===== src/rtl/sfdl_params.svh =====
/*
 * Constants of the supply fault deglitch logger: register offsets, field
 * positions, reset values, deglitch counts and fault record layout.
 * Assumes inclusion by bare name from the block's package and modules.
 */
`ifndef SFDL_PARAMS_SVH
`define SFDL_PARAMS_SVH

`define SFDL_NUM_CH 12
// main page offsets
`define SFDL_THR_FIRST 8'h23
`define SFDL_THR_LAST 8'h46
`define SFDL_LOG_CTL 8'h47
`define SFDL_UV_EN_LO 8'h48
`define SFDL_UV_EN_HI 8'h49
`define SFDL_OV_EN_LO 8'h4A
`define SFDL_EW_EN_LO 8'h4B
`define SFDL_EW_EN_HI 8'h4C
`define SFDL_DGL_CFG 8'h4F
`define SFDL_UNLOCK 8'h5D
// extended page offsets
`define SFDL_FLAGS_LO 8'h18
`define SFDL_FLAGS_HI 8'h19
// field positions
`define SFDL_DGL_MSB 7
`define SFDL_DGL_LSB 6
`define SFDL_UNLOCK_BIT 1
// threshold slot within a channel's group of three
`define SFDL_THR_EW 6'h00
`define SFDL_THR_OV 6'h01
`define SFDL_THR_UV 6'h02
`define SFDL_THR_DEPTH 36
// fault record layout
`define SFDL_REC_HEAD 4'h0
`define SFDL_REC_FLAG_LO 4'h1
`define SFDL_REC_FLAG_HI 4'h2
`define SFDL_REC_ADC0 4'h3
`define SFDL_REC_LAST 4'hE
`define SFDL_REC_DEPTH 15
// log control encodings
`define SFDL_LOG_BOTH 2'h0
`define SFDL_LOG_FLAGS 2'h1
`define SFDL_LOG_ADC 2'h2
`define SFDL_LOG_OFF 2'h3
// reset values
`define SFDL_RST_LOG_CTL 2'h0
`define SFDL_RST_DGL 2'h0
`define SFDL_RST_EN 12'h000
// acquisitions needed per deglitch setting
`define SFDL_DGL_N0 4'h1
`define SFDL_DGL_N1 4'h2
`define SFDL_DGL_N2 4'h4
`define SFDL_DGL_N3 4'h8

`endif


===== src/rtl/sfdl_pkg.sv =====
/*
 * Types of the supply fault deglitch logger.
 * Assumes sfdl_params.svh is on the include path.
 */
package sfdl_pkg;
  `include "sfdl_params.svh"

  typedef enum logic [2:0] {
    SFDL_IDLE,
    SFDL_GET_EW,
    SFDL_GET_OV,
    SFDL_EVAL,
    SFDL_LOG
  } sfdl_state_t;

  typedef struct packed {
    sfdl_state_t state;
    logic [3:0] chan;
    logic [7:0] cur;
    logic [7:0] thr_ew;
    logic [7:0] thr_ov;
    logic [3:0] cnt;
    logic [11:0] flags;
    logic [11:0] fault_pin;
    logic [11:0] en_uv;
    logic [11:0] en_ov;
    logic [11:0] en_ew;
    logic [1:0] log_ctl;
    logic [1:0] dgl;
    logic lock;
    logic shutdown;
    logic [3:0] log_idx;
    logic rd_q;
    logic [7:0] rd_addr;
    logic rd_ext;
    logic rd_nv;
    logic [7:0] rdata;
    logic rvalid;
    logic [11:0] supply_en;
  } sfdl_regs_t;
endpackage


===== src/rtl/sfdl_mem.sv =====
/*
 * Small byte memory: one write port, two read ports with registered data.
 * Assumes a single clock and synchronous active-low reset clearing contents.
 */
`timescale 1ns/1ps
module sfdl_mem #(
  parameter int DEPTH = 16,
  parameter int AW = 4
) (
  input wire logic i_clk,              // clock
  input wire logic i_reset_n,          // sync reset, active low
  input wire logic i_wr_en,            // write strobe
  input wire logic [AW-1:0] i_wr_addr, // write address
  input wire logic [7:0] i_wr_data,    // write data
  input wire logic [AW-1:0] i_rd_a_addr, // read port a address
  output logic [7:0] o_rd_a_data,      // read port a data, registered
  input wire logic [AW-1:0] i_rd_b_addr, // read port b address
  output logic [7:0] o_rd_b_data       // read port b data, registered
);
  typedef struct packed {
    logic [DEPTH-1:0][7:0] mem;
    logic [7:0] rd_a;
    logic [7:0] rd_b;
  } sfdl_mem_t;

  sfdl_mem_t st;
  sfdl_mem_t next_st;

  ////////////////////////////////////////////////////////////////////////////
  always_comb begin
    next_st = st;
    if (i_wr_en && (int'(i_wr_addr) < DEPTH)) begin
      next_st.mem[i_wr_addr] = i_wr_data;
    end
    // out-of-range addresses read zero
    next_st.rd_a = (int'(i_rd_a_addr) < DEPTH) ? st.mem[i_rd_a_addr] : 8'h00;
    next_st.rd_b = (int'(i_rd_b_addr) < DEPTH) ? st.mem[i_rd_b_addr] : 8'h00;
  end

  always_ff @(posedge i_clk) begin
    if (!i_reset_n) begin
      next_st_reset : st <= '0;
    end else begin
      st <= next_st;
    end
  end

  assign o_rd_a_data = st.rd_a;
  assign o_rd_b_data = st.rd_b;
endmodule


===== src/rtl/sfdl_top.sv =====
/*
 * Supply fault deglitch logger: threshold checks on each conversion,
 * deglitch by holding the channel, W1C fault flags, critical shutdown and
 * fault record writer with lock.
 * Assumes conversion results belong to the channel on o_chan_sel and that a
 * new conversion never completes within 4 cycles of the previous one.
 */
//
// Summary of operation
// - evaluate an input only after conversion completes
// - violating input holds the channel for reconversion
// - fault needs consecutive violations per deglitch field
// - flags readable anytime at extended 18h/19h
// - write one clears flag, zero keeps it
// - flag sets only with matching critical enable
// - fault pins ignore critical enables
// - critical fault drops supplies, starts record write
// - critical only when enabled in 48h-4Ch
// - record goes to log locations 00h-0Eh
// - written log locks memory against new logs
// - writing one to 5Dh bit1 unlocks log
// - log control chooses flags, ADC, both, none
// - flags go to log locations 01h and 02h
// - logged ADC results are eight bits
// - flag bit layout: inputs 1-8, 9-12
// - undervoltage enables at 48h and 49h low
// - overvoltage enables at 49h high and 4Ah
// - early warning enables at 4Bh, 4Ch low
// - compare top eight result bits to thresholds
//
`timescale 1ns/1ps
module sfdl_top #(
  parameter int ADC_W = 10,
  parameter logic [11:0] EW_ABOVE = 12'h000
) (
  input wire logic i_clk,                 // clock, 40 MHz
  input wire logic i_reset_n,             // sync reset, active low
  input wire logic i_conv_done,           // conversion complete pulse
  input wire logic [ADC_W-1:0] i_conv_data, // conversion result
  output logic [3:0] o_chan_sel,          // channel to convert
  input wire logic i_reg_wr,              // register write strobe
  input wire logic i_reg_rd,              // register read strobe
  input wire logic [7:0] i_reg_addr,      // register offset
  input wire logic [7:0] i_reg_wdata,     // register write data
  input wire logic i_reg_ext,             // extended page select
  input wire logic i_reg_nv,              // log memory page select
  output logic [7:0] o_reg_rdata,         // read data
  output logic o_reg_rvalid,              // read data valid pulse
  input wire logic [11:0] i_supply_req,   // enables wanted by sequencer
  output logic [11:0] o_supply_en,        // supply enable outputs
  output logic [11:0] o_fault,            // unmasked per-input fault
  output logic o_shutdown,                // critical fault latched
  output logic o_log_locked               // log memory locked
);
  import sfdl_pkg::*;

  sfdl_pkg::sfdl_regs_t st;
  sfdl_pkg::sfdl_regs_t next_st;

  logic [7:0] thr_a;
  logic [7:0] thr_b;
  logic [7:0] adc_a;
  logic [7:0] log_b;
  logic [5:0] thr_rd_addr;
  logic [5:0] thr_wr_addr;
  logic thr_wr;
  logic [3:0] adc_rd_addr;
  logic adc_wr;
  logic log_wr;
  logic [7:0] log_wdata;
  logic [7:0] cur8;

  function automatic logic [3:0] dgl_need(input logic [1:0] f);
    case (f)
      2'h0: dgl_need = `SFDL_DGL_N0;
      2'h1: dgl_need = `SFDL_DGL_N1;
      2'h2: dgl_need = `SFDL_DGL_N2;
      default: dgl_need = `SFDL_DGL_N3;
    endcase
  endfunction

  function automatic logic [5:0] thr_slot(input logic [3:0] ch, input logic [5:0] k);
    thr_slot = 6'(ch * 3) + k;
  endfunction

  function automatic logic main_wr(input logic [7:0] off);
    main_wr = i_reg_wr && !i_reg_ext && !i_reg_nv && (i_reg_addr == off);
  endfunction

  ////////////////////////////////////////////////////////////////////////////
  // memories: thresholds, last results, fault record

  assign cur8 = i_conv_data[ADC_W-1 -: 8];
  assign thr_wr = i_reg_wr && !i_reg_ext && !i_reg_nv &&
                  (i_reg_addr >= `SFDL_THR_FIRST) && (i_reg_addr <= `SFDL_THR_LAST);
  assign thr_wr_addr = 6'(i_reg_addr - `SFDL_THR_FIRST);
  assign adc_wr = (st.state == SFDL_IDLE) && i_conv_done;
  assign adc_rd_addr = st.log_idx - 4'h2;

  always_comb begin
    case (st.state)
      SFDL_IDLE: thr_rd_addr = thr_slot(st.chan, `SFDL_THR_EW);
      SFDL_GET_EW: thr_rd_addr = thr_slot(st.chan, `SFDL_THR_OV);
      default: thr_rd_addr = thr_slot(st.chan, `SFDL_THR_UV);
    endcase
  end

  sfdl_mem #(.DEPTH(`SFDL_THR_DEPTH), .AW(6)) u_thr (
    .i_clk(i_clk),
    .i_reset_n(i_reset_n),
    .i_wr_en(thr_wr),
    .i_wr_addr(thr_wr_addr),
    .i_wr_data(i_reg_wdata),
    .i_rd_a_addr(thr_rd_addr),
    .o_rd_a_data(thr_a),
    .i_rd_b_addr(thr_wr_addr),
    .o_rd_b_data(thr_b)
  );

  sfdl_mem #(.DEPTH(`SFDL_NUM_CH), .AW(4)) u_adc (
    .i_clk(i_clk),
    .i_reset_n(i_reset_n),
    .i_wr_en(adc_wr),
    .i_wr_addr(st.chan),
    .i_wr_data(cur8),
    .i_rd_a_addr(adc_rd_addr),
    .o_rd_a_data(adc_a),
    .i_rd_b_addr(4'h0),
    .o_rd_b_data()
  );

  sfdl_mem #(.DEPTH(`SFDL_REC_DEPTH), .AW(4)) u_log (
    .i_clk(i_clk),
    .i_reset_n(i_reset_n),
    .i_wr_en(log_wr),
    .i_wr_addr(st.log_idx),
    .i_wr_data(log_wdata),
    .i_rd_a_addr(4'h0),
    .o_rd_a_data(),
    .i_rd_b_addr(i_reg_addr[3:0]),
    .o_rd_b_data(log_b)
  );

  ////////////////////////////////////////////////////////////////////////////
  // record writer data

  always_comb begin
    log_wr = 1'b0;
    log_wdata = 8'h00;
    if (st.state == SFDL_LOG) begin
      if (st.log_idx == `SFDL_REC_HEAD) begin
        log_wr = 1'b1;
        log_wdata = {4'h0, st.chan};
      end else if (st.log_idx == `SFDL_REC_FLAG_LO) begin
        log_wr = (st.log_ctl != `SFDL_LOG_ADC);
        log_wdata = st.flags[7:0];
      end else if (st.log_idx == `SFDL_REC_FLAG_HI) begin
        log_wr = (st.log_ctl != `SFDL_LOG_ADC);
        log_wdata = {4'h0, st.flags[11:8]};
      end else begin
        log_wr = (st.log_ctl != `SFDL_LOG_FLAGS);
        log_wdata = adc_a;
      end
    end
  end

  ////////////////////////////////////////////////////////////////////////////
  // next state

  always_comb begin
    logic uv_v;
    logic ov_v;
    logic ew_v;
    logic crit;
    logic [11:0] bit_ch;
    logic [11:0] set_f;
    logic [11:0] clr_f;
    logic log_done;
    uv_v = 1'b0;
    ov_v = 1'b0;
    ew_v = 1'b0;
    crit = 1'b0;
    bit_ch = 12'h001 << st.chan;
    set_f = 12'h000;
    clr_f = 12'h000;
    log_done = 1'b0;
    next_st = st;

    case (st.state)
      SFDL_IDLE: begin
        if (i_conv_done) begin
          next_st.cur = cur8;
          next_st.state = SFDL_GET_EW;
        end
      end
      SFDL_GET_EW: begin
        next_st.thr_ew = thr_a;
        next_st.state = SFDL_GET_OV;
      end
      SFDL_GET_OV: begin
        next_st.thr_ov = thr_a;
        next_st.state = SFDL_EVAL;
      end
      SFDL_EVAL: begin
        uv_v = st.cur < thr_a;
        ov_v = st.cur > st.thr_ov;
        ew_v = EW_ABOVE[st.chan] ? (st.cur > st.thr_ew) : (st.cur < st.thr_ew);
        next_st.state = SFDL_IDLE;
        if (uv_v || ov_v || ew_v) begin
          if (st.cnt + 4'h1 >= dgl_need(st.dgl)) begin
            next_st.cnt = 4'h0;
            next_st.fault_pin = st.fault_pin | bit_ch;
            if ((uv_v && |(st.en_uv & bit_ch)) || (ov_v && |(st.en_ov & bit_ch))) begin
              set_f = bit_ch;
            end
            crit = (uv_v && |(st.en_uv & bit_ch)) || (ov_v && |(st.en_ov & bit_ch)) ||
                   (ew_v && |(st.en_ew & bit_ch));
            if (crit && !st.lock && (st.log_ctl != `SFDL_LOG_OFF)) begin
              next_st.state = SFDL_LOG;
              next_st.log_idx = `SFDL_REC_HEAD;
            end else begin
              next_st.chan = (st.chan == 4'(`SFDL_NUM_CH - 1)) ? 4'h0 : st.chan + 4'h1;
            end
          end else begin
            next_st.cnt = st.cnt + 4'h1;
          end
        end else begin
          next_st.cnt = 4'h0;
          next_st.fault_pin = st.fault_pin & ~bit_ch;
          next_st.chan = (st.chan == 4'(`SFDL_NUM_CH - 1)) ? 4'h0 : st.chan + 4'h1;
        end
      end
      SFDL_LOG: begin
        next_st.log_idx = st.log_idx + 4'h1;
        if (st.log_idx == `SFDL_REC_LAST) begin
          log_done = 1'b1;
          next_st.log_idx = 4'h0;
          next_st.state = SFDL_IDLE;
          next_st.chan = (st.chan == 4'(`SFDL_NUM_CH - 1)) ? 4'h0 : st.chan + 4'h1;
        end
      end
      default: next_st.state = SFDL_IDLE;
    endcase

    if (crit) begin
      next_st.shutdown = 1'b1;
    end

    // register writes
    if (i_reg_wr && i_reg_ext && !i_reg_nv) begin
      if (i_reg_addr == `SFDL_FLAGS_LO) begin
        clr_f[7:0] = i_reg_wdata;
      end
      if (i_reg_addr == `SFDL_FLAGS_HI) begin
        clr_f[11:8] = i_reg_wdata[3:0];
      end
    end
    next_st.flags = (st.flags & ~clr_f) | set_f;
    if (main_wr(`SFDL_LOG_CTL)) begin
      next_st.log_ctl = i_reg_wdata[1:0];
    end
    if (main_wr(`SFDL_UV_EN_LO)) begin
      next_st.en_uv[7:0] = i_reg_wdata;
    end
    if (main_wr(`SFDL_UV_EN_HI)) begin
      next_st.en_uv[11:8] = i_reg_wdata[3:0];
      next_st.en_ov[3:0] = i_reg_wdata[7:4];
    end
    if (main_wr(`SFDL_OV_EN_LO)) begin
      next_st.en_ov[11:4] = i_reg_wdata;
    end
    if (main_wr(`SFDL_EW_EN_LO)) begin
      next_st.en_ew[7:0] = i_reg_wdata;
    end
    if (main_wr(`SFDL_EW_EN_HI)) begin
      next_st.en_ew[11:8] = i_reg_wdata[3:0];
    end
    if (main_wr(`SFDL_DGL_CFG)) begin
      next_st.dgl = i_reg_wdata[`SFDL_DGL_MSB:`SFDL_DGL_LSB];
    end
    // lock set wins over unlock in the same cycle
    if (main_wr(`SFDL_UNLOCK) && i_reg_wdata[`SFDL_UNLOCK_BIT]) begin
      next_st.lock = 1'b0;
    end
    if (log_done) begin
      next_st.lock = 1'b1;
    end

    next_st.supply_en = next_st.shutdown ? 12'h000 : i_supply_req;

    // reads: data sampled one cycle after the strobe, answered the next
    next_st.rd_q = i_reg_rd;
    next_st.rvalid = st.rd_q;
    if (i_reg_rd) begin
      next_st.rd_addr = i_reg_addr;
      next_st.rd_ext = i_reg_ext;
      next_st.rd_nv = i_reg_nv;
    end
    if (st.rd_q) begin
      next_st.rdata = 8'h00;
      if (st.rd_nv) begin
        next_st.rdata = (st.rd_addr <= 8'(`SFDL_REC_LAST)) ? log_b : 8'h00;
      end else if (st.rd_ext) begin
        if (st.rd_addr == `SFDL_FLAGS_LO) begin
          next_st.rdata = st.flags[7:0];
        end else if (st.rd_addr == `SFDL_FLAGS_HI) begin
          next_st.rdata = {4'h0, st.flags[11:8]};
        end
      end else begin
        case (st.rd_addr)
          `SFDL_LOG_CTL: next_st.rdata = {6'h00, st.log_ctl};
          `SFDL_UV_EN_LO: next_st.rdata = st.en_uv[7:0];
          `SFDL_UV_EN_HI: next_st.rdata = {st.en_ov[3:0], st.en_uv[11:8]};
          `SFDL_OV_EN_LO: next_st.rdata = st.en_ov[11:4];
          `SFDL_EW_EN_LO: next_st.rdata = st.en_ew[7:0];
          `SFDL_EW_EN_HI: next_st.rdata = {4'h0, st.en_ew[11:8]};
          `SFDL_DGL_CFG: next_st.rdata = {st.dgl, 6'h00};
          `SFDL_UNLOCK: next_st.rdata = {6'h00, st.lock, 1'b0};
          default: begin
            if ((st.rd_addr >= `SFDL_THR_FIRST) && (st.rd_addr <= `SFDL_THR_LAST)) begin
              next_st.rdata = thr_b;
            end
          end
        endcase
      end
    end
  end

  ////////////////////////////////////////////////////////////////////////////
  always_ff @(posedge i_clk) begin
    if (!i_reset_n) begin
      st <= '0;
      st.state <= SFDL_IDLE;
      st.log_ctl <= `SFDL_RST_LOG_CTL;
      st.dgl <= `SFDL_RST_DGL;
      st.en_uv <= `SFDL_RST_EN;
      st.en_ov <= `SFDL_RST_EN;
      st.en_ew <= `SFDL_RST_EN;
    end else begin
      st <= next_st;
    end
  end

  assign o_chan_sel = st.chan;
  assign o_reg_rdata = st.rdata;
  assign o_reg_rvalid = st.rvalid;
  assign o_supply_en = st.supply_en;
  assign o_fault = st.fault_pin;
  assign o_shutdown = st.shutdown;
  assign o_log_locked = st.lock;
endmodule


===== config.mk =====
export PLATFORM = sky130hd
export DESIGN_NAME = sfdl_top
export DESIGN_NICKNAME = d
export VERILOG_FILES = /design/src/rtl/sfdl_pkg.sv /design/src/rtl/sfdl_mem.sv /design/src/rtl/sfdl_top.sv
export VERILOG_INCLUDE_DIRS = /design/src /design/src/rtl
export SDC_FILE = /design/constraint.sdc
export NUM_CORES = 2
export LEC_CHECK = 0
export BUFFER_PORTS_ARGS = -buffer_cell sky130_fd_sc_hd__buf_2
export CAP_MARGIN = 20
export CORE_AREA = 2 2 277 279
export DETAILED_ROUTE_END_ITERATION = 7
export DIE_AREA = 0 0 279 281
export HOLD_SLACK_MARGIN = 0.06
export PLACE_DENSITY_LB_ADDON = 0.05
export SLEW_MARGIN = 20
export SYNTH_ARGS = -nofsm -noshare
export SYNTH_HDL_FRONTEND = slang
export SYNTH_SLANG_ARGS = --single-unit

===== constraint.sdc =====
create_clock -name i_clk -period 3.5 [get_ports i_clk]
set_input_delay 0.175 -clock i_clk [delete_from_list [all_inputs] [get_ports i_clk]]
set_output_delay 0.175 -clock i_clk [all_outputs]
set_load 0.005 [all_outputs]

=== Word level (Yosys, flattened, before mapping) ===
Memory sizes are Yosys's and may differ from the RTL's. A register that Yosys moved wholly into a read port is not among the register bits.
Cells that the tools add are included.

* Add/subtract/negate cells: 7
* Shift operators: 1
* Equality and inequality tests: 41
* $lt $le $gt $ge: 25
* Multipliers: 1
* Mux-type cells: 74
* Bitwise gates (word level): 10
* Reductions and logical operators: 53

{| class="wikitable"
|+ Operators by type and width
! cell !! number
|-
| 288-bit bitwise mux || 1
|-
| 8-bit 2-to-1 mux || 17
|-
| 8-bit by 7-bit equality test with 1-bit output, second input constant || 16
|-
| 120-bit bitwise mux || 1
|-
| 8-bit binary-select mux with 6-bit select || 2
|-
| 96-bit bitwise mux || 1
|-
| 12-bit 2-to-1 mux || 7
|-
| 8-bit binary-select mux with 4-bit select || 2
|-
| 8-bit demux with 4-bit select || 2
|-
| 8-bit case mux with 8 select lines || 1
|-
| 12-bit AND || 5
|-
| 4-bit 2-to-1 mux || 15
|-
| 8-bit demux with 6-bit select || 1
|-
| 12-bit OR reduction || 3
|-
| 8-bit by 5-bit equality test with 1-bit output, second input constant || 4
|-
| 1-bit logical AND || 28
|-
| 12-bit inverter || 2
|-
| 12-bit OR || 2
|-
| 4-bit by 5-bit < comparator with 1-bit output, second input constant || 4
|-
| 8-bit by 6-bit greater-or-equal comparator with 1-bit output, second input constant || 2
|-
| 8-bit > comparator || 2
|-
| 8-bit by 7-bit less-or-equal comparator with 1-bit output, second input constant || 2
|-
| 4-bit < comparator, second input constant || 4
|-
| 8-bit < comparator || 2
|-
| other kinds (41) || 86
|}

* Output and inout port bits: 39
* Logic and storage cells: 306
* Memories: 1
* Memory bits (read-only): 16
* Bits in registers: 673

{| class="wikitable"
|+ Memory list
! memory !! words !! width !! read ports !! clocked after memory_dff !! wr ports !! RTL line !! text
|-
| (no name shown) || 16 || 1 || 1 || 1 || 0 || sfdl_top.sv:207 || <nowiki>ew_v = EW_ABOVE[st.chan] ? (st.cur > st.thr_ew) : (st.cur < st.thr_ew);</nowiki>
|}

=== Depth between registers and ports, before layout ===
* Word-level depth: 14
* Depth in mapped cells: 15

=== By module ===
Synthesis repeated with hierarchy kept, for this count alone.

* Cell total of the unflattened synthesis: 3814
* Area total of the unflattened synthesis: 37952.6 um^2

{| class="wikitable"
|+ Modules (own cells, without submodules)
! module !! seq. area each (um^2) !! cells each !! times used !! area an instance (um^2)
|-
| sfdl_mem (u_thr) || 6085.8 || 1434 || 1 || 16693.5
|-
| sfdl_top || 2742.6 || 1011 || 1 || 8006.4
|-
| sfdl_mem (u_log) || 2722.6 || 691 || 1 || 7113.1
|-
| sfdl_mem (u_adc) || 2242.2 || 678 || 1 || 6139.6
|}

=== Worst setup path before layout ===
Ideal clock, no wire load.

* Kind: flip-flop to flip-flop
* Start: register st (netlist bit o_chan_sel[0])
* End: register u_thr.st (netlist bit u_thr.o_rd_a_data[6])
* Data required time: 3.439 ns
* Setup time: 0.061 ns
* Path buffers: 2
* Data arrival time: 3.805 ns
* Cell stages (with the launch flop): 13
* Path slack: -0.366 ns
* Cell sequence: dfxtp_1 > ha_1 > clkbuf_1 > buf_1 > inv_1 > fa_1 > inv_1 > ha_1 > o21a_1 > a31oi_1 > nand2_1 > nor4_1 > a221o_1

* Cells in the longest elaborated chain, start to end: 5
* Elaborated cells between the ends (all ways): 8
* Those cells by class: 2 x add/sub; 1 x mul; 1 x order compare; 3 x mux; 1 x reduce/logical

{| class="wikitable"
|+ Ends and longest elaborated chain
! element !! RTL line !! text
|-
| start: declaration || sfdl_top.sv:57 || <nowiki>sfdl_pkg::sfdl_regs_t st;</nowiki>
|-
| start signal: assignment || sfdl_top.sv:340 || <nowiki>st <= next_st;</nowiki>
|-
| 4-bit by 2-bit multiplier with 6-bit output (*) || sfdl_top.sv:83 || <nowiki>thr_slot = 6'(ch * 3) + k;</nowiki>
|-
| 6-bit by 2-bit adder with 6-bit output or 6-bit by 1-bit adder with 6-bit output (tied branches) || sfdl_top.sv:83 ||
|-
| 6-bit case mux with 2 select lines (*) || sfdl_top.sv:101 || <nowiki>case (st.state)</nowiki>
|-
| 8-bit binary-select mux with 6-bit select or 6-bit < comparator (tied branches) || sfdl_mem.sv:36 || <nowiki>next_st.rd_a = (int'(i_rd_a_addr) < DEPTH) ? st.mem[i_rd_a_addr] : 8'h00;</nowiki>
|-
| 8-bit 2-to-1 mux (not written as such) or 2-bit AND reduction (tied branches) || - ||
|-
| end signal: assignment || sfdl_mem.sv:44 || <nowiki>st <= next_st;</nowiki>
|-
| end: declaration || sfdl_mem.sv:26 || <nowiki>sfdl_mem_t st;</nowiki>
|}

Mark *: on every way between the ends. The rest lies on a longest branch, timed or not. The select of a mux whose other input is x is not followed.
A chain may end at the register's enable or synchronous reset.

=== Worst setup path after layout ===
* Start: register st (netlist bit o_chan_sel[1])
* End: register u_thr.st (netlist bit u_thr.o_rd_a_data[4])

The elaborated chain is that of the path after synthesis.

==> flow_metrics.tcl <==
set metrics [dict create \
    wl_per_cell_um 24.2 \
    die_y_um 281 \
    via_count 28900 \
    cts_tree "built" \
    synth_cell_types 98 \
    reg2reg_depth 12 \
    synth_edf_count 0 \
    grt_pass1_vias 27700 \
    clk_latency_ps 640 \
    fin_tns_setup_ps 0 \
    hp-start "i_reset_n" \
    ir_drop_mv 0.421 \
    min_path_cells 3 \
    fp.dieW_um 279 \
    path_max_fanout 5 \
    fin_cells 4756 \
    synth-seq-cells 673 \
    switchingPower_mw 4.49 \
    synth_top_area_share_pct 40.1 \
    pre_cts_ws_ps 246 \
    ys.flop_type "dfxtp_1" \
    place.detailed.hpwl_um 77100 \
    drt_iter0_markers 2688 \
    dieArea_mm2 0.0784 \
    yosys.area.top_type "dfxtp_1" \
    drc_errors 0 \
    fmax_mhz 304 \
    hold_path_end "st[21]" \
    crit-reg2reg-launch "o_chan_sel[1]" \
    postSynthAreaPerCell_um2 9.02 \
    grt_antenna_before_repair 2 \
    internal_power_mw 13.4 \
    layout_commonest_cell "dfxtp_1" \
    drt_wl_total_um 115000 \
    power_leakage_nw 14.3 \
    area_growth_pct 13.7 \
    htree_levels 3 \
    cts_root_buffer "clkbuf_16" \
    rsz0062_at_grt "no" \
    syn_nets 3818 \
    placed_cell_area_mm2 0.0350 \
    hold_viol_final 0 \
    io_buffers 81 \
    n_antenna_cell 0 \
    ant_nets 0 \
    arrival_ps 3840 \
    rr_endpoint "u_thr.o_rd_a_data[4]" \
    start_util_pct 44.5 \
    cts_sinks 673 \
    comb_power_share_pct 8.1 \
    crit_path_start "o_chan_sel[1]" \
    grt_pass1_wl_um 174000 \
    final_cell_mix "dfxtp_1 (671), nor2_1 (494), mux2i_1 (479), nand2_1 (401), a21oi_1 (244)" \
    final_area_mm2 0.0382 \
    vias_per_cell 6.08 \
    io-pin-count 84 \
    drive_gt1_share_pct 14.1 \
    postCtsSetupRepairBufs 0 \
    gr-total-overflow 0 \
    synthCells 3725 \
    status "complete, no violations" \
    switching_share_pct 25.1 \
    relSlewSlack_pct 25.4 \
    dp.cells 4574 \
    clock_skew_ps 29.0 \
    gp_congestion 0.945 \
    cts_made_buffers 78 \
    crit_type "reg -> reg" \
    grt_max_degree 176 \
    fin_ws_ps 205 \
    grt_use_total_pct 28.9 \
    crit_path_end_kind "register" \
    period_needed_ps 3290 \
    synthTopCellsByArea "dfxtp_1 (40%), mux2i_1 (14%), mux4_2 (5.8%)" \
    clockBufferDepth 3 \
    power_frac_seq_pct 43.5 \
    fp-row-count 101 \
    start_kind "register" \
    clk_pin_slew_ps 60 \
    ff2ff_setup_slack_ps 210 \
    holdCritPathClass "in -> reg" \
    ys.warnings.count 0 \
    yosysSeqAreaShare_pct 40.1 \
    synthArstFlopShare_pct 0 \
    core_area_mm2 0.0754 \
    worstMarginPinSlew_ps 1120 \
    final-max-slew-violation-count 0 \
    nets 3806 \
    maxCapViolations 0 \
    clockPowerShare_pct 48.5 \
    fin_crit_sh_pct 94.1 \
    postLayoutCoreUtil_pct 50.6 \
    post_synth_instance_area_mm2 0.0336 \
    setup_viol_count_final 0 \
    powerDensity_mw_per_mm2 469 \
    drt_first_pass_iters 8 \
    cp.required_ps 4050 \
]
==> layer usage <==
layer | wire length (um) | share of wire, % | vias up | global-route usage (%)
met4 | 3970 | 3.4 | 2 | 9.88
met1 | 49900 | 43 | 14300 | 38.7
met2 | 53600 | 47 | 1136 | 47.3
met5 | 14 | 0.012 | - | 0
li1 | - | - | 13300 | -
met3 | 7660 | 6.6 | 231 | 4.51
==> stage by stage <==
| stage | hold slack, ps | power [mW] |
|---|---|---|
| global route | 120 | 18.4 |
| floorplan | 297 | 8.79 |
| CTS | 68.0 | 18.0 |
| global placement | 380 | 9.32 |
| finish | 102 | 17.9 |
| detailed placement | 378 | 9.34 |
==> power by group through the flow <==
stage / Combinational, mW / Clock (mW) / Sequential (mW)
2_1_floorplan: 0.887 / 0 / 7.90
3_3_place_gp: 1.38 / 0 / 7.95
3_5_place_dp: 1.40 / 0 / 7.95
4_1_cts: 1.43 / 8.81 / 7.78
5_1_grt: 1.53 / 9.13 / 7.78
6_report: 1.45 / 8.68 / 7.78
==> flip-flops by register name, indices dropped and copies added, names as in the netlist, named ones only <==
| name | flops |
|---|---|
| next_st | 1 |
| o_chan_sel | 4 |
| o_log_locked | 1 |
| o_reg_rdata | 8 |
| o_reg_rvalid | 1 |
| o_shutdown | 1 |
| o_supply_en | 12 |
| st | 97 |
| u_adc.o_rd_a_data | 8 |
| u_adc.st | 96 |
| u_log.o_rd_b_data | 8 |
| u_log.st | 120 |
| u_thr.o_rd_a_data | 8 |
| u_thr.o_rd_b_data | 8 |
| u_thr.st | 288 |
==> cell type report <==
class                   instances  area (um^2)
fillers                      7032        37300
multi-input cells            2663        18600
flip-flops and latches        673        13500
clock buffers                 112         2340
repair buffers                252         1960
well taps                     978         1220
clock inverters                33          397
inverters                      45          176
==> logic make-up (layout without fill, tap and decap cells) <==
group           after synthesis  count (layout)  share of synthesized area, %
buf+inv                     389             442                          4.89
flops                       673             673                          40.1
compound gates              693             693                          13.4
simple gates               1318            1318                          18.5
xor+xnor                     15              15                         0.454
mux                         589             589                          20.9
fa+ha+maj                    48              48                          1.81
==> critical path, cell delays in order, from the launching register on <==
cell and delay, ps:
dfxtp_1 350, ha_1 210, inv_1 70, fa_1 550
inv_1 60, ha_1 250, nand3_1 140, o41ai_1 80
a311oi_1 270, nor3b_4 430, nand2_1 170, or4_1 540
o211ai_1 100
==> synth_stat cells, types with 25 or more instances <==
cell type	n
dfxtp_1	673
nor2_1	496
mux2i_1	479
nand2_1	401
clkbuf_1	256
a21oi_1	244
nand3_1	200
a22oi_1	181
mux4_2	87
o21ai_0	63
ha_1	47
inv_1	43
buf_4	36
buf_2	31
and3_1	26
nor2b_1	26
a31oi_1	25
nand4_1	25
==> worst max path at each step <==
stage,endpoint,slack [ps]
after global placement,u_thr.o_rd_b_data[2],280
after floorplan,u_thr.o_rd_a_data[1],30
after global routing,u_thr.o_rd_a_data[1],30
after detailed placement,u_thr.st[140],250
after CTS,u_thr.o_rd_a_data[6],230
final,u_thr.o_rd_a_data[4],210
==> repair_timing <==
action	in CTS	in global routing
gates resized for setup	0	4
hold endpoints to repair	135	3
setup endpoints to repair	0	10
hold buffers	35	1
No activity file was read; power rests on OpenSTA's default activity.
